## src/shared/gis_pkg.sv

```systemverilog
// package for the bus interface adapter interrupt status and mask block
// assumes a single processor-side clock; no other file defines these names
package gis_pkg;
    localparam int CLK_MHZ = 50;
    localparam int DATA_W = 8;
    localparam int ADDR_W = 3;
    // register indices on the processor port (status read / mask write share one)
    localparam logic [ADDR_W-1:0] ADDR_INT = 3'h0;
    localparam logic [ADDR_W-1:0] ADDR_CMD_STATUS = 3'h1;
    localparam logic [ADDR_W-1:0] ADDR_AUX = 3'h3;
    localparam logic [ADDR_W-1:0] ADDR_DATA = 3'h7;
    // interrupt status field positions
    localparam int BIT_BYTE_IN = 0;
    localparam int BIT_LAST = 1;
    localparam int BIT_CMD = 2;
    localparam int BIT_SEC_ADDR = 3;
    localparam int BIT_ONE = 4;
    localparam int BIT_TRIG = 5;
    localparam int BIT_BYTE_OUT = 6;
    localparam int BIT_SUMMARY = 7;
    // command status field positions
    localparam int CS_UNDEF_UNIV = 0;
    localparam int CS_DCAS = 1;
    localparam int CS_SPAS = 2;
    localparam int CS_CHANGE = 3;
    localparam int CS_ONE = 4;
    localparam int CS_LOK = 5;
    localparam int CS_REM = 6;
    localparam int CS_UNDEF_ADDR = 7;
    // auxiliary command: handshake release and software reset bits
    localparam int AUX_RELEASE = 4;
    localparam int AUX_SOFT_RESET = 7;
    localparam logic [DATA_W-1:0] MASK_RESET = 8'h00;
    localparam logic [DATA_W-1:0] ZERO_BYTE = 8'h00;
    localparam logic [DATA_W-1:0] SUMMARY_SOURCES = 8'h6F;
endpackage
```

## src/design/gis_edge_req.sv

```systemverilog
// rising-edge request generator for the interrupt pin
// assumes summary and enable come from the same clock domain
`timescale 1ns/1ps
module gis_edge_req (
    input wire logic sys_clk,
    input wire logic rst_n,
    input wire logic summary,
    input wire logic enable,
    input wire logic ack,
    output logic irq_n
);
    logic summary_q;

    // remember last summary so only a fresh rise makes a request
    always_ff @(posedge sys_clk or negedge rst_n) begin
        if (!rst_n) begin
            summary_q <= 1'b0;
        end else begin
            summary_q <= summary;
        end
    end

    // rise wins over a same-cycle status read so no request is lost
    always_ff @(posedge sys_clk or negedge rst_n) begin
        if (!rst_n) begin
            irq_n <= 1'b1;
        end else if (enable && summary && !summary_q) begin
            irq_n <= 1'b0;
        end else if (ack) begin
            irq_n <= 1'b1;
        end
    end
endmodule

```

## src/design/gis_sync.sv

```systemverilog
// two flip-flop synchroniser for a vector of bus-side levels
// assumes asynchronous low reset already released cleanly
`timescale 1ns/1ps
module gis_sync #(
    parameter int WIDTH = 1
) (
    input wire logic sys_clk,
    input wire logic rst_n,
    input wire logic [WIDTH-1:0] async_in,
    output logic [WIDTH-1:0] sync_out
);
    logic [WIDTH-1:0] stage1;

    // first stage feeds only the second
    always_ff @(posedge sys_clk or negedge rst_n) begin
        if (!rst_n) begin
            stage1 <= '0;
            sync_out <= '0;
        end else begin
            stage1 <= async_in;
            sync_out <= stage1;
        end
    end
endmodule

```

## src/design/gis_top.sv

```systemverilog
// interrupt status and mask logic of an instrument bus interface adapter
// assumes condition inputs come from the interface state machines on the same
// clock, except eoi_n/atn_n which arrive straight from bus pins
`timescale 1ns/1ps
module gis_top
    import gis_pkg::*;
(
    input wire logic sys_clk,
    input wire logic arst_n,
    input wire logic [ADDR_W-1:0] reg_addr,
    input wire logic [DATA_W-1:0] reg_wdata,
    input wire logic reg_wr,
    input wire logic reg_rd,
    output logic [DATA_W-1:0] reg_rdata,
    input wire logic eoi_n,
    input wire logic atn_n,
    input wire logic listener_active,
    input wire logic byte_received,
    input wire logic sec_mode,
    input wire logic primary_addr_state,
    input wire logic sec_addr_received,
    input wire logic serial_poll_active,
    input wire logic remote_state,
    input wire logic local_lockout,
    input wire logic device_clear_pending,
    input wire logic undefined_universal_cmd,
    input wire logic undefined_addressed_cmd,
    input wire logic cmd_deselect,
    input wire logic listener_addressed,
    input wire logic group_trigger_cmd,
    input wire logic acceptor_ready,
    input wire logic talker_active,
    input wire logic talker_entry,
    input wire logic listeners_accepted,
    input wire logic [DATA_W-1:0] bus_data_in,
    output logic [DATA_W-1:0] data_out_register,
    output logic data_out_strobe,
    output logic handshake_hold,
    output logic handshake_release,
    output logic trigger_out,
    output logic irq_n
);
    logic rst_s1;
    logic rst_n;
    logic eoi_low;
    logic atn_high;
    logic [1:0] pins_raw;
    logic [1:0] pins_sync;
    logic byte_in_flag;
    logic [DATA_W-1:0] data_in_register;
    logic last_byte_flag;
    logic remote_local_change;
    logic remote_q;
    logic cmd_flag;
    logic secondary_address_flag;
    logic trigger_flag;
    logic trig_ack;
    logic byte_out_flag;
    logic byte_out_latch;
    logic [DATA_W-1:0] interrupt_mask;
    logic [DATA_W-1:0] interrupt_status;
    logic [DATA_W-1:0] cmd_status;
    logic summary;
    logic wr_mask;
    logic rd_status;
    logic rd_cmd;
    logic rd_data;
    logic wr_data;
    logic release_wr;
    logic soft_reset;
    logic device_trigger_active;
    logic cmd_held;

    // reset release passes two flops so all logic leaves reset on one edge
    always_ff @(posedge sys_clk or negedge arst_n) begin
        if (!arst_n) begin
            rst_s1 <= 1'b0;
            rst_n <= 1'b0;
        end else begin
            rst_s1 <= 1'b1;
            rst_n <= rst_s1;
        end
    end

    // bus management lines are asynchronous to the processor clock
    assign pins_raw = {~eoi_n, atn_n};
    gis_sync #(.WIDTH(2)) u_pin_sync (
        .sys_clk(sys_clk),
        .rst_n(rst_n),
        .async_in(pins_raw),
        .sync_out(pins_sync)
    );
    assign eoi_low = pins_sync[1];
    assign atn_high = pins_sync[0];

    // register port decode
    assign wr_mask = reg_wr && (reg_addr == ADDR_INT);
    assign rd_status = reg_rd && (reg_addr == ADDR_INT);
    assign rd_cmd = reg_rd && (reg_addr == ADDR_CMD_STATUS);
    assign rd_data = reg_rd && (reg_addr == ADDR_DATA);
    assign wr_data = reg_wr && (reg_addr == ADDR_DATA);
    assign release_wr = reg_wr && (reg_addr == ADDR_AUX) && reg_wdata[AUX_RELEASE];
    assign soft_reset = reg_wr && (reg_addr == ADDR_AUX) && reg_wdata[AUX_SOFT_RESET];

    // byte-in: a new byte wins over a same-cycle read so nothing is dropped
    always_ff @(posedge sys_clk or negedge rst_n) begin
        if (!rst_n) begin
            byte_in_flag <= 1'b0;
            data_in_register <= ZERO_BYTE;
        end else if (listener_active && byte_received) begin
            byte_in_flag <= 1'b1;
            data_in_register <= bus_data_in;
        end else if (rd_data) begin
            byte_in_flag <= 1'b0;
        end
    end

    // last-byte is pure level, not qualified by the handshake
    assign last_byte_flag = eoi_low && atn_high;

    // change flag: a transition wins over the clearing read
    always_ff @(posedge sys_clk or negedge rst_n) begin
        if (!rst_n) begin
            remote_q <= 1'b0;
            remote_local_change <= 1'b0;
        end else begin
            remote_q <= remote_state;
            if (soft_reset) begin
                remote_local_change <= 1'b0;
            end else if (remote_state != remote_q) begin
                remote_local_change <= 1'b1;
            end else if (rd_cmd) begin
                remote_local_change <= 1'b0;
            end
        end
    end

    // command flag is combinational from its sources only
    assign cmd_held = !cmd_deselect
        && (device_clear_pending || undefined_universal_cmd || undefined_addressed_cmd);
    assign cmd_flag = serial_poll_active || remote_local_change || cmd_held;

    // secondary address: arrival wins over the release write
    always_ff @(posedge sys_clk or negedge rst_n) begin
        if (!rst_n) begin
            secondary_address_flag <= 1'b0;
        end else if (sec_mode && primary_addr_state && sec_addr_received) begin
            secondary_address_flag <= 1'b1;
        end else if (release_wr) begin
            secondary_address_flag <= 1'b0;
        end
    end

    // trigger: release write acknowledges until the trigger state is left,
    // otherwise the still-true level would set the flag again at once
    assign device_trigger_active = !cmd_deselect && listener_addressed
        && group_trigger_cmd && acceptor_ready;
    always_ff @(posedge sys_clk or negedge rst_n) begin
        if (!rst_n) begin
            trig_ack <= 1'b0;
        end else if (!device_trigger_active) begin
            trig_ack <= 1'b0;
        end else if (release_wr) begin
            trig_ack <= 1'b1;
        end
    end
    assign trigger_flag = device_trigger_active && !trig_ack;
    assign trigger_out = trigger_flag;

    // byte-out latch; a talker event wins over the data write
    always_ff @(posedge sys_clk or negedge rst_n) begin
        if (!rst_n) begin
            byte_out_latch <= 1'b0;
        end else if (talker_entry || (talker_active && listeners_accepted)) begin
            byte_out_latch <= 1'b1;
        end else if (wr_data) begin
            byte_out_latch <= 1'b0;
        end
    end
    assign byte_out_flag = byte_out_latch && atn_high;

    // data out register loaded by the processor write
    always_ff @(posedge sys_clk or negedge rst_n) begin
        if (!rst_n) begin
            data_out_register <= ZERO_BYTE;
            data_out_strobe <= 1'b0;
        end else begin
            data_out_strobe <= wr_data;
            if (wr_data) begin
                data_out_register <= reg_wdata;
            end
        end
    end

    // acceptor handshake held while byte-in, trigger, secondary address or a held clear/undefined command awaits the processor
    assign handshake_hold = (byte_in_flag && !rd_data) || trigger_flag
        || secondary_address_flag || cmd_held;
    // a deselected trigger command completes without the processor
    assign handshake_release = rd_data || release_wr
        || (cmd_deselect && group_trigger_cmd && listener_addressed);

    // mask register, write only; cleared by either reset
    always_ff @(posedge sys_clk or negedge rst_n) begin
        if (!rst_n) begin
            interrupt_mask <= MASK_RESET;
        end else if (soft_reset) begin
            interrupt_mask <= MASK_RESET;
        end else if (wr_mask) begin
            interrupt_mask <= reg_wdata;
        end
    end

    // masked summary over bits 0,1,2,3,5,6; bit 4 mask is ignored
    always_comb begin
        interrupt_status = ZERO_BYTE;
        interrupt_status[BIT_BYTE_IN] = byte_in_flag;
        interrupt_status[BIT_LAST] = last_byte_flag;
        interrupt_status[BIT_CMD] = cmd_flag;
        interrupt_status[BIT_SEC_ADDR] = secondary_address_flag;
        interrupt_status[BIT_ONE] = 1'b1;
        interrupt_status[BIT_TRIG] = trigger_flag;
        interrupt_status[BIT_BYTE_OUT] = byte_out_flag;
        summary = |(interrupt_status & interrupt_mask & SUMMARY_SOURCES);
        interrupt_status[BIT_SUMMARY] = summary;
    end

    always_comb begin
        cmd_status = ZERO_BYTE;
        cmd_status[CS_UNDEF_UNIV] = undefined_universal_cmd && !cmd_deselect;
        cmd_status[CS_DCAS] = device_clear_pending && !cmd_deselect;
        cmd_status[CS_SPAS] = serial_poll_active;
        cmd_status[CS_CHANGE] = remote_local_change;
        cmd_status[CS_ONE] = 1'b1;
        cmd_status[CS_LOK] = local_lockout;
        cmd_status[CS_REM] = remote_state;
        cmd_status[CS_UNDEF_ADDR] = undefined_addressed_cmd && !cmd_deselect;
    end

    // edge request; software reset releases the pin through ack and clears the mask so enable drops
    gis_edge_req u_req (
        .sys_clk(sys_clk),
        .rst_n(rst_n),
        .summary(summary),
        .enable(interrupt_mask[BIT_SUMMARY]),
        .ack(rd_status || soft_reset),
        .irq_n(irq_n)
    );

    // read data stands one cycle after the strobe; unmapped reads give zero
    always_ff @(posedge sys_clk or negedge rst_n) begin
        if (!rst_n) begin
            reg_rdata <= ZERO_BYTE;
        end else if (rd_status) begin
            reg_rdata <= interrupt_status;
        end else if (rd_cmd) begin
            reg_rdata <= cmd_status;
        end else if (rd_data) begin
            reg_rdata <= data_in_register;
        end else begin
            reg_rdata <= ZERO_BYTE;
        end
    end

    // assertions
    logic rd_status_q;
    logic summary_q;
    always_ff @(posedge sys_clk or negedge rst_n) begin
        if (!rst_n) begin
            rd_status_q <= 1'b0;
            summary_q <= 1'b0;
        end else begin
            rd_status_q <= rd_status;
            summary_q <= summary;
        end
    end

    bit_four_one_a: assert property (@(posedge sys_clk) disable iff (!rst_n)
        rd_status |=> reg_rdata[BIT_ONE])
        else $error("status bit four read as zero");
    byte_in_clear_a: assert property (@(posedge sys_clk) disable iff (!rst_n)
        rd_data && !(listener_active && byte_received) |=> !byte_in_flag)
        else $error("byte-in not cleared by data read");
    byte_in_set_a: assert property (@(posedge sys_clk) disable iff (!rst_n)
        listener_active && byte_received |=> byte_in_flag && (handshake_hold || rd_data))
        else $error("byte-in or hold missing after received byte");
    last_byte_a: assert property (@(posedge sys_clk) disable iff (!rst_n)
        last_byte_flag == $past(!eoi_n && atn_n, 2))
        else $error("last-byte flag differs from pins");
    cmd_flag_a: assert property (@(posedge sys_clk) disable iff (!rst_n)
        serial_poll_active |-> interrupt_status[BIT_CMD])
        else $error("command flag low during serial poll");
    change_latch_a: assert property (@(posedge sys_clk) disable iff (!rst_n)
        $changed(remote_state) && !soft_reset |=> remote_local_change)
        else $error("change flag missed a transition");
    change_clear_a: assert property (@(posedge sys_clk) disable iff (!rst_n)
        rd_cmd && remote_state == remote_q |=> !remote_local_change)
        else $error("change flag not cleared by read");
    sec_clear_a: assert property (@(posedge sys_clk) disable iff (!rst_n)
        release_wr && !(sec_mode && primary_addr_state && sec_addr_received)
        |=> !secondary_address_flag)
        else $error("secondary flag survived release");
    trig_release_a: assert property (@(posedge sys_clk) disable iff (!rst_n)
        release_wr && device_trigger_active |=> !trigger_flag)
        else $error("trigger flag survived release");
    trig_desel_a: assert property (@(posedge sys_clk) disable iff (!rst_n)
        cmd_deselect |-> !trigger_out)
        else $error("trigger set while deselected");
    byte_out_atn_a: assert property (@(posedge sys_clk) disable iff (!rst_n)
        !atn_high |-> !interrupt_status[BIT_BYTE_OUT])
        else $error("byte-out high while atn low");
    irq_edge_a: assert property (@(posedge sys_clk) disable iff (!rst_n)
        $fell(irq_n) |-> $past(summary && !summary_q && interrupt_mask[BIT_SUMMARY]))
        else $error("request without summary rise");
    irq_fire_a: assert property (@(posedge sys_clk) disable iff (!rst_n)
        summary && !summary_q && interrupt_mask[BIT_SUMMARY] |=> !irq_n)
        else $error("request not raised on summary rise");
    irq_ack_a: assert property (@(posedge sys_clk) disable iff (!rst_n)
        rd_status_q && !irq_n |-> $past(summary && !summary_q && interrupt_mask[BIT_SUMMARY]))
        else $error("request stayed low after status read");

    irq_cov: cover property (@(posedge sys_clk) disable iff (!rst_n) $fell(irq_n));
    trig_cov: cover property (@(posedge sys_clk) disable iff (!rst_n) $rose(trigger_out));
    change_cov: cover property (@(posedge sys_clk) disable iff (!rst_n)
        rd_cmd && remote_local_change);
    byte_out_cov: cover property (@(posedge sys_clk) disable iff (!rst_n)
        wr_data && byte_out_latch);
endmodule

```

## config.mk

```make
export PLATFORM = sky130hd
export DESIGN_NAME = gis_top
export DESIGN_NICKNAME = d
export VERILOG_FILES = /design/src/shared/gis_pkg.sv /design/src/design/gis_edge_req.sv /design/src/design/gis_sync.sv /design/src/design/gis_top.sv
export SDC_FILE = /design/constraint.sdc
export NUM_CORES = 1
export LEC_CHECK = 0
export BUFFER_PORTS_ARGS = -buffer_cell sky130_fd_sc_hd__clkbuf_2
export CORE_AREA = 2 2 72 74
export CTS_CLUSTER_SIZE = 30
export DETAILED_ROUTE_END_ITERATION = 6
export DIE_AREA = 0 0 74 76
export PLACE_DENSITY_LB_ADDON = 0.3
export SLEW_MARGIN = 20
export SYNTH_ARGS = -nofsm -noshare
export SYNTH_HDL_FRONTEND = slang
export SYNTH_HIERARCHICAL = 1
export SYNTH_SLANG_ARGS = --single-unit
```

## constraint.sdc

```tcl
create_clock -name sys_clk -period 1.3 [get_ports sys_clk]
set_input_delay 0.065 -clock sys_clk [delete_from_list [all_inputs] [get_ports sys_clk]]
set_output_delay 0.065 -clock sys_clk [all_outputs]
set_load 0.02 [all_outputs]
```

After elaboration in Yosys (flattened, before gate mapping) --
Index checks and enable logic that the tools add are counted.
Operators by class: muxes and demuxes 18, reduce and logical (&&, ||, !) cells 50, equal/unequal tests 5, bitwise operators 2
Operators by type and width (number):
- $mux W8 | 5
- $logic_and A1 B1 Y1 | 27
- $mux W1 | 13
- $logic_or A1 B1 Y1 | 11
- $reduce_bool A2 Y1 | 5
- $and A7 B7 Y7 | 1
- $reduce_or A6 Y1 | 1
- $logic_not A1 Y1 | 4
- $eq A3 B1 Y1 const B | 1
- $eq A3 B2 Y1 const B | 1
- $eq A3 B3 Y1 const B | 1
- $logic_not A3 Y1 | 1
- $reduce_bool A3 Y1 | 1
- $ne A2 B2 Y1 const B | 1
- $ne A1 B1 Y1 | 1
- $not A1 Y1 | 1
Word-level totals: logic and storage cells 92, register bits 47, output and inout bits 21

Depth between registers and ports, before layout --
Gate-level depths: netlist of the first run.
depth after elaboration 10, mapped depth 7, depth with buffers taken out 5

Modules after synthesis --
Netlist of the first run, hierarchy kept.
By module, submodules not included:
- gis_top | sequential area each 1001.0 sq um, times used 1, cells each 167, area an instance 1696.6 sq um
- gis_sync | sequential area each 100.1 sq um, times used 1, cells each 4, area an instance 100.1 sq um
- gis_edge_req | sequential area each 51.3 sq um, times used 1, cells each 4, area an instance 63.8 sq um

Least setup slack after synthesis of the first run --
OpenSTA, ideal clock, no wires.
path kind register to register, from register trig_ack, to register u_req.irq_n, library setup time 0.080 ns, cell stages (with the launch flop) 5, slack 0.132 ns, period minus slack after synthesis 1.168 ns, buffers on the path 0, data arrival time 1.088 ns, path through dfrtp_1 -> nor2_2 -> a221o_1 -> nand2_1 -> o22a_1
On the way: longest elaborated chain between the ends 7, elaborated cells on any way between the ends 8, those cells by class mux (1); bitwise (1); reduce/logical (6)
RTL lines:
- from (decl) | RTL line gis_top.sv:57 | logic trig_ack;
- from (signal assigned) | RTL line gis_top.sv:160 | trig_ack <= 1'b0;
- from (signal assigned) | RTL line gis_top.sv:162 | trig_ack <= 1'b0;
- from (signal assigned) | RTL line gis_top.sv:164 | trig_ack <= 1'b1;
- $logic_not A1 Y1 (*) | RTL line gis_top.sv:167 | assign trigger_flag = device_trigger_active && !trig_ack;
- $logic_and A1 B1 Y1 (*) | RTL line gis_top.sv:167
- named net trigger_out | RTL line gis_top.sv:40 | output logic trigger_out,
- $and A7 B7 Y7 (*) | RTL line gis_top.sv:223 | summary = |(interrupt_status & interrupt_mask & SUMMARY_SOURCES);
- $reduce_or A6 Y1 (*) | RTL line gis_top.sv:223
- named net summary | RTL line gis_top.sv:63 | logic summary;
- $logic_and A1 B1 Y1 (*) (2 in a row) | RTL line gis_edge_req.sv:27 | end else if (enable && summary && !summary_q) begin
- $mux W1 or $reduce_bool A2 Y1 (tied branches)
- to (signal assigned) | RTL line gis_edge_req.sv:26 | irq_n <= 1'b1;
- to (signal assigned) | RTL line gis_edge_req.sv:28 | irq_n <= 1'b0;
- to (signal assigned) | RTL line gis_edge_req.sv:30 | irq_n <= 1'b1;
- to (decl) | RTL line gis_edge_req.sv:10 | output logic irq_n
The timed path passes the listed nets; every way through them passes the cells marked *. A chain may end at the register's enable or synchronous reset.

Worst setup path after layout of the first run --
from register trig_ack, to output port handshake_hold
On the way: longest elaborated chain between the ends 5
RTL lines:
- $logic_not A1 Y1 | RTL line gis_top.sv:167
- $logic_and A1 B1 Y1 | RTL line gis_top.sv:167
- $logic_or A1 B1 Y1 | RTL line gis_top.sv:196 | assign handshake_hold = (byte_in_flag && !rd_data) || trigger_flag
- $logic_or A1 B1 Y1 (2 in a row) | RTL line gis_top.sv:197 | || secondary_address_flag || cmd_held;
- to (decl) | RTL line gis_top.sv:38 | output logic handshake_hold,
No other way between the ends.

==> results of run 1 <==
[worst min path at each step]
stage	start	cells after the start	to	slack, ps
after floorplan	arst_n	0	rst_n	-230
after global placement	arst_n	1	rst_s1	-150
after detailed placement	arst_n	1	rst_s1	-150
after CTS	bus_data_in[3]	2	data_in_register[3]	3
after global routing	bus_data_in[3]	2	data_in_register[3]	20
final	bus_data_in[3]	2	data_in_register[3]	8
[area by class of cell]
cell class | count | area, µm² | share of cell area, %
sequential | 46 | 1150 | 43.7
multi-input combinational | 122 | 697 | 26.4
timing repair buffer | 90 | 593 | 22.5
tap | 70 | 87.6 | 3.32
clock buffer | 6 | 82.6 | 3.13
clock inverter | 2 | 12.5 | 0.474
inverter | 3 | 11.3 | 0.427
[logic make-up after synthesis]
group | Yosys count | synth area share (%)
DFF | 46 | 61.9
xor gates and xnor gates | 1 | 0.471
muxes | 9 | 5.38
and+or+nand+nor | 80 | 19.6
AOI/OAI and AO/OA | 31 | 10.6
buffers and inverters | 7 | 1.75
other | 1 | 0.202
[report_power, final]
group / total (mW) / internal [mW] / switching, mW / leakage (nW)
logic: 0.648 / 0.314 / 0.333 / 0.691
clock network: 0.890 / 0.427 / 0.463 / 0.0472
registers: 1.72 / 1.62 / 0.103 / 0.562
[Yosys cell counts]
cell / count
o21ai_0: 10
nand3_1: 5
mux2i_1: 1
nor3_2: 1
nor2_1: 6
nand4_1: 1
and2b_2: 1
xnor2_1: 1
nand4_2: 1
a21o_1: 1
a22oi_1: 3
dfstp_2: 1
a32oi_1: 1
inv_1: 2
clkbuf_1: 1
a2bb2oi_2: 1
a221o_1: 2
conb_1: 1
or3_1: 1
a32o_1: 1
nor2_2: 1
nand2_1: 54
o22a_1: 1
a21oi_1: 11
nand4b_1: 1
dfrtp_1: 45
buf_2: 2
mux2_2: 8
and4_1: 1
and2_1: 2
and3_1: 1
nor3_1: 3
buf_4: 1
nand2b_4: 1
clkinv_1: 1
[cell usage in the layout (no fill, tap or decap), types with 2 or more instances in the layout]
| master | synthesis | layout |
|---|---|---|
| clkbuf_2 | 0 | 62 |
| nand2_1 | 54 | 54 |
| dfrtp_1 | 45 | 44 |
| dlygate4sd3_1 | 0 | 20 |
| a21oi_1 | 11 | 11 |
| o21ai_0 | 10 | 10 |
| mux2_2 | 8 | 8 |
| clkbuf_8 | 0 | 7 |
| nor2_1 | 6 | 6 |
| nand3_1 | 5 | 5 |
| buf_4 | 1 | 5 |
| inv_1 | 2 | 2 |
| and2_1 | 2 | 2 |
| nor3_1 | 3 | 2 |
| a22oi_1 | 3 | 2 |
| a221o_1 | 2 | 2 |
[timing repair]
action                     CTS  global route
setup buffers                0             3
gates cloned                 0             0
hold endpoints to repair    23             0
setup endpoints to repair    1             3
pin swaps                    1             3
resized for setup            5             2
hold buffers                20             0
[worst max-delay path, delay by kind of cell (launching register included)]
family                 cells  cell delay, ps
buffers and inverters      1             150
DFF                        1             420
and+or+nand+nor            3             320
[metrics by stage]
| step | area [µm²] | total power [mW] | hold WS [ps] |
|---|---|---|---|
| 2_1_floorplan | 1860 | 2.08 | -231 |
| 3_3_place_gp | 2290 | 2.31 | -146 |
| 3_5_place_dp | 2290 | 2.32 | -149 |
| 4_1_cts | 2600 | 3.27 | 2.51 |
| 5_1_grt | 2640 | 3.43 | 18.5 |
| 6_report | 2640 | 3.26 | 8.25 |
[routing by layer]
layer,global-route usage [%],vias to the layer above,part of all wire (%)
li1,-,781,-
met2,26.6,40,50
met1,20.4,733,44
met3,3.04,7,4.0
met4,7.09,0,1.9
met5,0,-,0
[flip-flops by register name, summed over array words and instances (netlist names)]
name,count
data_in_register,8
data_out_register,8
reg_rdata,8
interrupt_mask,7
u_pin_sync/stage1,2
u_pin_sync/sync_out,2
byte_in_flag,1
byte_out_latch,1
data_out_strobe,1
remote_local_change,1
remote_q,1
rst_n,1
rst_s1,1
secondary_address_flag,1
trig_ack,1
u_req/irq_n,1
u_req/summary_q,1
==> impl_metrics.env, run 1 <==
export IMPL_hold_class="in2reg"
export IMPL_ys_warnings_count=6
export IMPL_ir_drop_v=0.000659
export IMPL_start_kind="flop"
export IMPL_synth_top_cells_by_area="dfrtp_1 (61%), nand2_1 (11%), mux2_2 (4.8%)"
export IMPL_cp_end_kind="output pin"
export IMPL_stdcell_count=339
export IMPL_clkSlewWorstSetupHoldPaths_ps=80
export IMPL_synth_top_area_share_pct=60.5
export IMPL_synth_top_area_cell="dfrtp_1"
export IMPL_final_setup_tns_ps=0
export IMPL_drcViolationCount=0
export IMPL_cts_tree="yes"
export IMPL_fill_cells=442
export IMPL_die_y_um=76
export IMPL_worstPathCellList="nor2_4 > nor3_4 > nand2_1 > clkbuf_8"
export IMPL_cts_buffers=5
export IMPL_clk_latency_ps=290
export IMPL_clockRootBuffer="clkbuf_8"
export IMPL_routed_via_count=1561
export IMPL_max_cap_violations=0
export IMPL_grt_pass1_vias=1562
export IMPL_fmax_ghz=0.800
export IMPL_worstPathMaxFanout=4
export IMPL_dp_hpwl_um=3230
export IMPL_dp_cells=308
export IMPL_drive_gt1_share_pct=35.7
export IMPL_r2r_cells=4
export IMPL_die_area_um2=5620
export IMPL_area_growth_syn_to_layout_pct=41.8
export IMPL_cellPowerDensity_nw_per_um2=1240
export IMPL_clock_sinks=46
export IMPL_dp_slack_ps=66.9
export IMPL_drt_pass1_iterations=4
export IMPL_grt_pass1_wl_um=7000
export IMPL_drtIter0Drc=81
export IMPL_worstSetupStartpoint="trig_ack"
export IMPL_maxSlewViolCount=0
export IMPL_core_area_um2=4910
export IMPL_r2r_slack_ps=80
export IMPL_cp_endpoint="handshake_hold"
export IMPL_status="completed"
export IMPL_gp_congestion=0.813
export IMPL_leakagePower_nw=1.30
export IMPL_setup_viol=0
export IMPL_htree_levels=2
export IMPL_rsz0062_at_grt="true"
export IMPL_design_final_nets=311
export IMPL_rr_startpoint="interrupt_mask[0]"
export IMPL_utilization_pct=53.7
export IMPL_netlist_area_um2=1860
export IMPL_die_w_um=74
export IMPL_antenna_found_initial=0
export IMPL_hold_viol=0
export IMPL_num_rows=26
export IMPL_wl_per_cell_um=12.4
export IMPL_avgViaCountPerCell=4.60
export IMPL_ios=64
export IMPL_synthDistinctLibCells=35
export IMPL_syn_inst=175
export IMPL_portBuffers=63
export IMPL_drt_total_wl_um=4200
export IMPL_layout_setup_ws_ps=50.0
export IMPL_synth_nets=218
export IMPL_cts_buffer_depth=2
export IMPL_post_synth_cell_area_avg_um2=10.6
export IMPL_finalClockSkew_ps=2.22
export IMPL_grt_max_degree=26
export IMPL_crit_required_ps=1240
export IMPL_ys_ff_latch=46
export IMPL_start_util_pct=37.9
export IMPL_grt_usage_pct=16.2
export IMPL_arrival_ps=1190
export IMPL_gr_total_overflow=0
export IMPL_crit_type="reg2out"
export IMPL_r2r_end="reg_rdata[7]"
export IMPL_post_route_period_util_pct=96.2
export IMPL_crit_slowest_cell="dfrtp_1"
export IMPL_n_antenna_cell=0
export IMPL_ant_nets=0
export IMPL_fin_crit_ps=1250
export IMPL_cpPeakStageDelay_ps=420
export IMPL_yosysSeqAreaShare_pct=61.9
(Power assumes the default switching activity.)
==> run 2, diff against run 1 <==
PLACE_DENSITY = 0.68   (was default)
PLACE_DENSITY_LB_ADDON = default   (was 0.3)
==> run 2 against run 1 <==
Net effect: the run now ends with hold timing left; first-iteration DRC count down 43%; clock skew is 4.3 ps higher; critical endpoint unchanged; non-clock buffer count unchanged; clock power grew 16%; critical path depth is the same; wire length is 3.3% higher; worst setup slack worse by 11 ps; sequential power about the same; power rose by 4.1%; utilization rose by 0.18 points; combinational power barely moved.
==> impl_metrics.env, run 2 (synthesis gave the netlist of run 1 again) <==
export IMPL_status="complete, but fails checks"
export IMPL_violations="hold timing"
export IMPL_drt_pass1_iterations=4
export IMPL_portBuffers=63
export IMPL_gp_congestion=0.870
export IMPL_clkSlewWorstSetupHoldPaths_ps=80
export IMPL_antenna_found_initial=0
export IMPL_cp_endpoint="handshake_hold"
export IMPL_clockRootBuffer="clkbuf_8"
export IMPL_ir_drop_v=0.000704
export IMPL_clock_sinks=46
export IMPL_clk_latency_ps=300
export IMPL_fin_crit_ps=1260
export IMPL_core_area_um2=4910
export IMPL_die_w_um=74
export IMPL_crit_type="reg2out"
export IMPL_min_from="bus_data_in[7]"
export IMPL_utilization_pct=53.9
export IMPL_design_final_nets=311
export IMPL_htree_levels=2
export IMPL_leakagePower_nw=1.31
export IMPL_grt_pass1_wl_um=7250
export IMPL_fmax_ghz=0.793
export IMPL_gr_total_overflow=0
export IMPL_worstSetupStartpoint="trig_ack"
export IMPL_place_area_um2=2300
export IMPL_setup_viol=0
export IMPL_rr_startpoint="remote_local_change"
export IMPL_finalClockSkew_ps=6.54
export IMPL_crit_required_ps=1240
export IMPL_hold_depth=2
export IMPL_drtIter0Drc=46
export IMPL_cts_buffer_depth=2
export IMPL_drt_total_wl_um=4340
export IMPL_hold_viol=1
export IMPL_num_rows=26
export IMPL_worstPathMaxFanout=3
export IMPL_final_cell_mix="clkbuf_2 (62), nand2_1 (54), dfrtp_1 (44)"
export IMPL_cp_end_kind="output pin"
export IMPL_n_antenna_cell=0
export IMPL_wl_per_cell_um=12.8
export IMPL_holdWs_ps=-0.361
export IMPL_grt_usage_pct=16.7
export IMPL_drcViolationCount=0
export IMPL_cts_buffers=5
export IMPL_max_cap_violations=0
export IMPL_avgViaCountPerCell=4.69
export IMPL_grt_pass1_vias=1583
export IMPL_cts_tree="yes"
export IMPL_r2r_cells=4
export IMPL_r2r_slack_ps=40
export IMPL_hold_class="in2reg"
export IMPL_routed_via_count=1589
export IMPL_die_area_um2=5620
export IMPL_dp_hpwl_um=3340
export IMPL_drive_gt1_share_pct=35.3
export IMPL_cellPowerDensity_nw_per_um2=1280
export IMPL_post_route_period_util_pct=97.0
export IMPL_reg_largest_list="data_in_register (8), data_out_register (8), reg_rdata (8)"
export IMPL_maxSlewViolCount=0
export IMPL_die_y_um=76
export IMPL_stdcell_area_um2=2650
export IMPL_final_common_cell="clkbuf_2"
export IMPL_ios=64
export IMPL_arrival_ps=1200
export IMPL_grt_max_degree=25
export IMPL_r2r_end="reg_rdata[7]"
export IMPL_start_kind="flop"
export IMPL_area_growth_syn_to_layout_pct=42.2
export IMPL_ant_nets=0
export IMPL_start_util_pct=37.9
export IMPL_rsz0062_at_grt="true"
==> run 2: cell count changes in the layout (fill, tap and decap cells not counted), sizes merged <==
cell,change
buf,+1
bufinv,+1
clkbuf,+1
clkinv,-1
clkinvlp,-1
dlygate4sd3,-1
==> run 2: metal layers <==
| layer | up-vias | wire length (µm) | part of all wire [%] | global-route usage [%] |
|---|---|---|---|---|
| li1 | 784 | - | - | - |
| met1 | 752 | 1900 | 44 | 21.1 |
| met2 | 48 | 2180 | 50 | 27.8 |
| met3 | 5 | 214 | 4.9 | 4.63 |
| met4 | 0 | 44 | 1.0 | 4.36 |
| met5 | - | 0 | 0 | 0 |
==> run 2: what timing repair did <==
item | 4_1_cts | 5_1_grt
endpoints found under the setup margin | 1 | 4
endpoints found under the hold margin | 24 | 0
hold buffers | 19 | 0
pin swaps | 2 | 1
setup buffers | 1 | 1
cloned | 0 | 0
gates resized for setup | 4 | 3
==> run 2: worst max-delay path: stages (launching register included) <==
cell      delay [ps]
dfrtp_1          410
nor2_4           180
nor3_4            60
nand2_1          100
clkbuf_8         150
==> run 2: per-stage QoR <==
stage	worst slack, ps	cells	TNS [ps]	power [mW]
global route	-23.2	339	-39.5	3.57
global placement	95.6	310	0	2.31
CTS	10.5	338	0	3.41
floorplan	132	175	0	2.08
detailed placement	38.5	310	0	2.33
finish	39.2	339	0	3.40
==> run 2: worst min path at each step <==
stage,end,slack (ps)
CTS,data_in_register[7],0.4
global route,data_in_register[7],7
floorplan,rst_n,-230
global placement,rst_s1,-150
detailed placement,rst_s1,-150
finish,data_in_register[7],-0.4
==> run 2: cell type report <==
cell class	instances	area, µm²
well taps	70	87.6
fillers	457	2270
clock inverters	1	30.0
clock buffers	7	76.3
inverters	3	11.3
flip-flops and latches	46	1150
multi-input cells	122	697
repair buffers	90	591
==> run 2: where the power goes <==
| group | total, mW | internal, mW | switching [mW] | leakage, nW |
|---|---|---|---|---|
| Clock | 1.03 | 0.575 | 0.453 | 0.0524 |
| Combinational | 0.646 | 0.307 | 0.339 | 0.692 |
| Sequential | 1.72 | 1.62 | 0.101 | 0.562 |
| Total | 3.40 | 2.50 | 0.894 | 1.31 |
==> run 3, diff against run 2 <==
PLACE_DENSITY = 0.65   (was 0.68)
clock period = 1.4 ns   (was 1.3 ns; I/O delays follow)
==> run 3 against run 2 <==
Net effect: the flow now finishes without violations; via count rose by 0.31%; register-to-register slack gained 100 ps; utilization is 1.1 points lower; final area shrank 2.0%; power is 12% lower; first-iteration DRC count grew 120%; global-route usage increased by 0.62 points.
==> impl_metrics.env, run 3 (synthesis gave the netlist of run 1 again) <==
export IMPL_status="completed"
export IMPL_worstPathMaxFanout=4
export IMPL_drtIter0Drc=102
export IMPL_cellPowerDensity_nw_per_um2=1150
export IMPL_cts_buffers=5
export IMPL_wl_per_cell_um=13.0
export IMPL_drt_pass1_iterations=4
export IMPL_die_area_um2=5620
export IMPL_hold_class="in2reg"
export IMPL_reg_largest_list="data_in_register (8), data_out_register (8), reg_rdata (8)"
export IMPL_max_cap_violations=0
export IMPL_slew_headroom_pct=66.6
export IMPL_clk_latency_ps=300
export IMPL_grt_pass1_vias=1527
export IMPL_stdcell_area_um2=2590
export IMPL_grt_max_degree=24
export IMPL_tightest_slew_ps=499
export IMPL_design_final_nets=309
export IMPL_final_setup_tns_ps=0
export IMPL_maxSlewViolCount=0
export IMPL_clkSlewWorstSetupHoldPaths_ps=80
export IMPL_clock_sinks=46
export IMPL_layout_setup_ws_ps=116
export IMPL_post_route_period_util_pct=91.7
export IMPL_place_area_um2=2290
export IMPL_ios=64
export IMPL_start_kind="flop"
export IMPL_dp_hpwl_um=3250
export IMPL_htree_levels=2
export IMPL_rsz0062_at_grt="false"
export IMPL_avgViaCountPerCell=4.73
export IMPL_ir_drop_v=0.000513
export IMPL_cts_setup_buffers=0
export IMPL_setup_viol=0
export IMPL_die_y_um=76
export IMPL_clockRootBuffer="clkbuf_8"
export IMPL_n_antenna_cell=0
export IMPL_finalClockSkew_ps=6.69
export IMPL_gp_congestion=0.816
export IMPL_final_cell_mix="clkbuf_2 (63), nand2_1 (54), dfrtp_1 (44)"
export IMPL_arrival_ps=1210
export IMPL_hold_viol=0
export IMPL_stdcell_count=337
export IMPL_die_w_um=74
export IMPL_start_util_pct=37.9
export IMPL_cts_buffer_depth=2
export IMPL_holdWs_ps=10.3
export IMPL_num_rows=26
export IMPL_dp_cells=308
export IMPL_cts_tree="yes"
export IMPL_gr_total_overflow=0
export IMPL_drt_total_wl_um=4400
export IMPL_crit_required_ps=1330
export IMPL_fill_cells=443
export IMPL_dp_slack_ps=150
export IMPL_grt_usage_pct=17.3
export IMPL_final_common_cell="clkbuf_2"
export IMPL_grt_pass1_wl_um=7380
export IMPL_routed_via_count=1594
export IMPL_crit_type="reg2out"
export IMPL_ant_nets=0
export IMPL_core_area_um2=4910
export IMPL_leakagePower_nw=1.29
export IMPL_fmax_ghz=0.779
export IMPL_fin_crit_ps=1280
export IMPL_portBuffers=63
export IMPL_drcViolationCount=0
export IMPL_drive_gt1_share_pct=33.7
export IMPL_area_growth_syn_to_layout_pct=39.3
export IMPL_cp_end_kind="output pin"
export IMPL_antenna_found_initial=0
## run 3: area by class of cell
type	count	area (µm²)	area share, %
multi-input cells	122	681	26.3
clock buffers	7	86.3	3.33
flip-flops and latches	46	1150	44.5
well taps	70	87.6	3.38
clock inverters	1	5.00	0.193
inverters	3	11.3	0.434
repair buffers	88	568	21.9
## run 3: metal layers
layer | track usage, % | part of all wire [%] | vias to the layer above
met3 | 4.23 | 4.3 | 8
met2 | 25.5 | 46 | 42
met4 | 6.00 | 1.9 | 0
met1 | 24.8 | 48 | 768
li1 | - | - | 776
met5 | 0 | 0 | -
## run 3: repair_timing
item | 4_1_cts | 5_1_grt
endpoints found under the hold margin | 23 | 0
setup endpoints to repair | 0 | 1
resized for setup | 0 | 1
hold buffers | 21 | 0
## run 3: path summary, 6_finish.rpt
path / from / end / slack, ps / cells after the start
setup / recovery: trig_ack / handshake_hold / 120 / 4
hold / removal: bus_data_in[0] / data_in_register[0] / 10 / 2
setup reg to reg: secondary_address_flag / reg_rdata[7] / 140 / 4
hold reg to reg: rst_n / remote_local_change / 170 / 0
max in group asynchronous: rst_n / reg_rdata[1] / 780 / 1
min in group asynchronous: arst_n / rst_s1 / 90 / 2
## run 3: report_power, final
group	switching (mW)	total, mW	internal [mW]
clock	0.425	0.824	0.399
combinational	0.303	0.571	0.267
sequential	0.0911	1.60	1.50
## run 3: worst max-delay path: stages (launching register included)
cell	delay, ps
dfrtp_1	410
nor2_4	170
nor3_1	70
nand2_1	100
clkbuf_2	170
## run 3: metrics by stage
stage                     total power [mW]  util (%)
after global placement                2.14      46.5
after detailed placement              2.15      46.5
after floorplan                       1.93         -
after CTS                             3.02      52.7
final                                 2.99      52.8
after global routing                  3.15      52.8
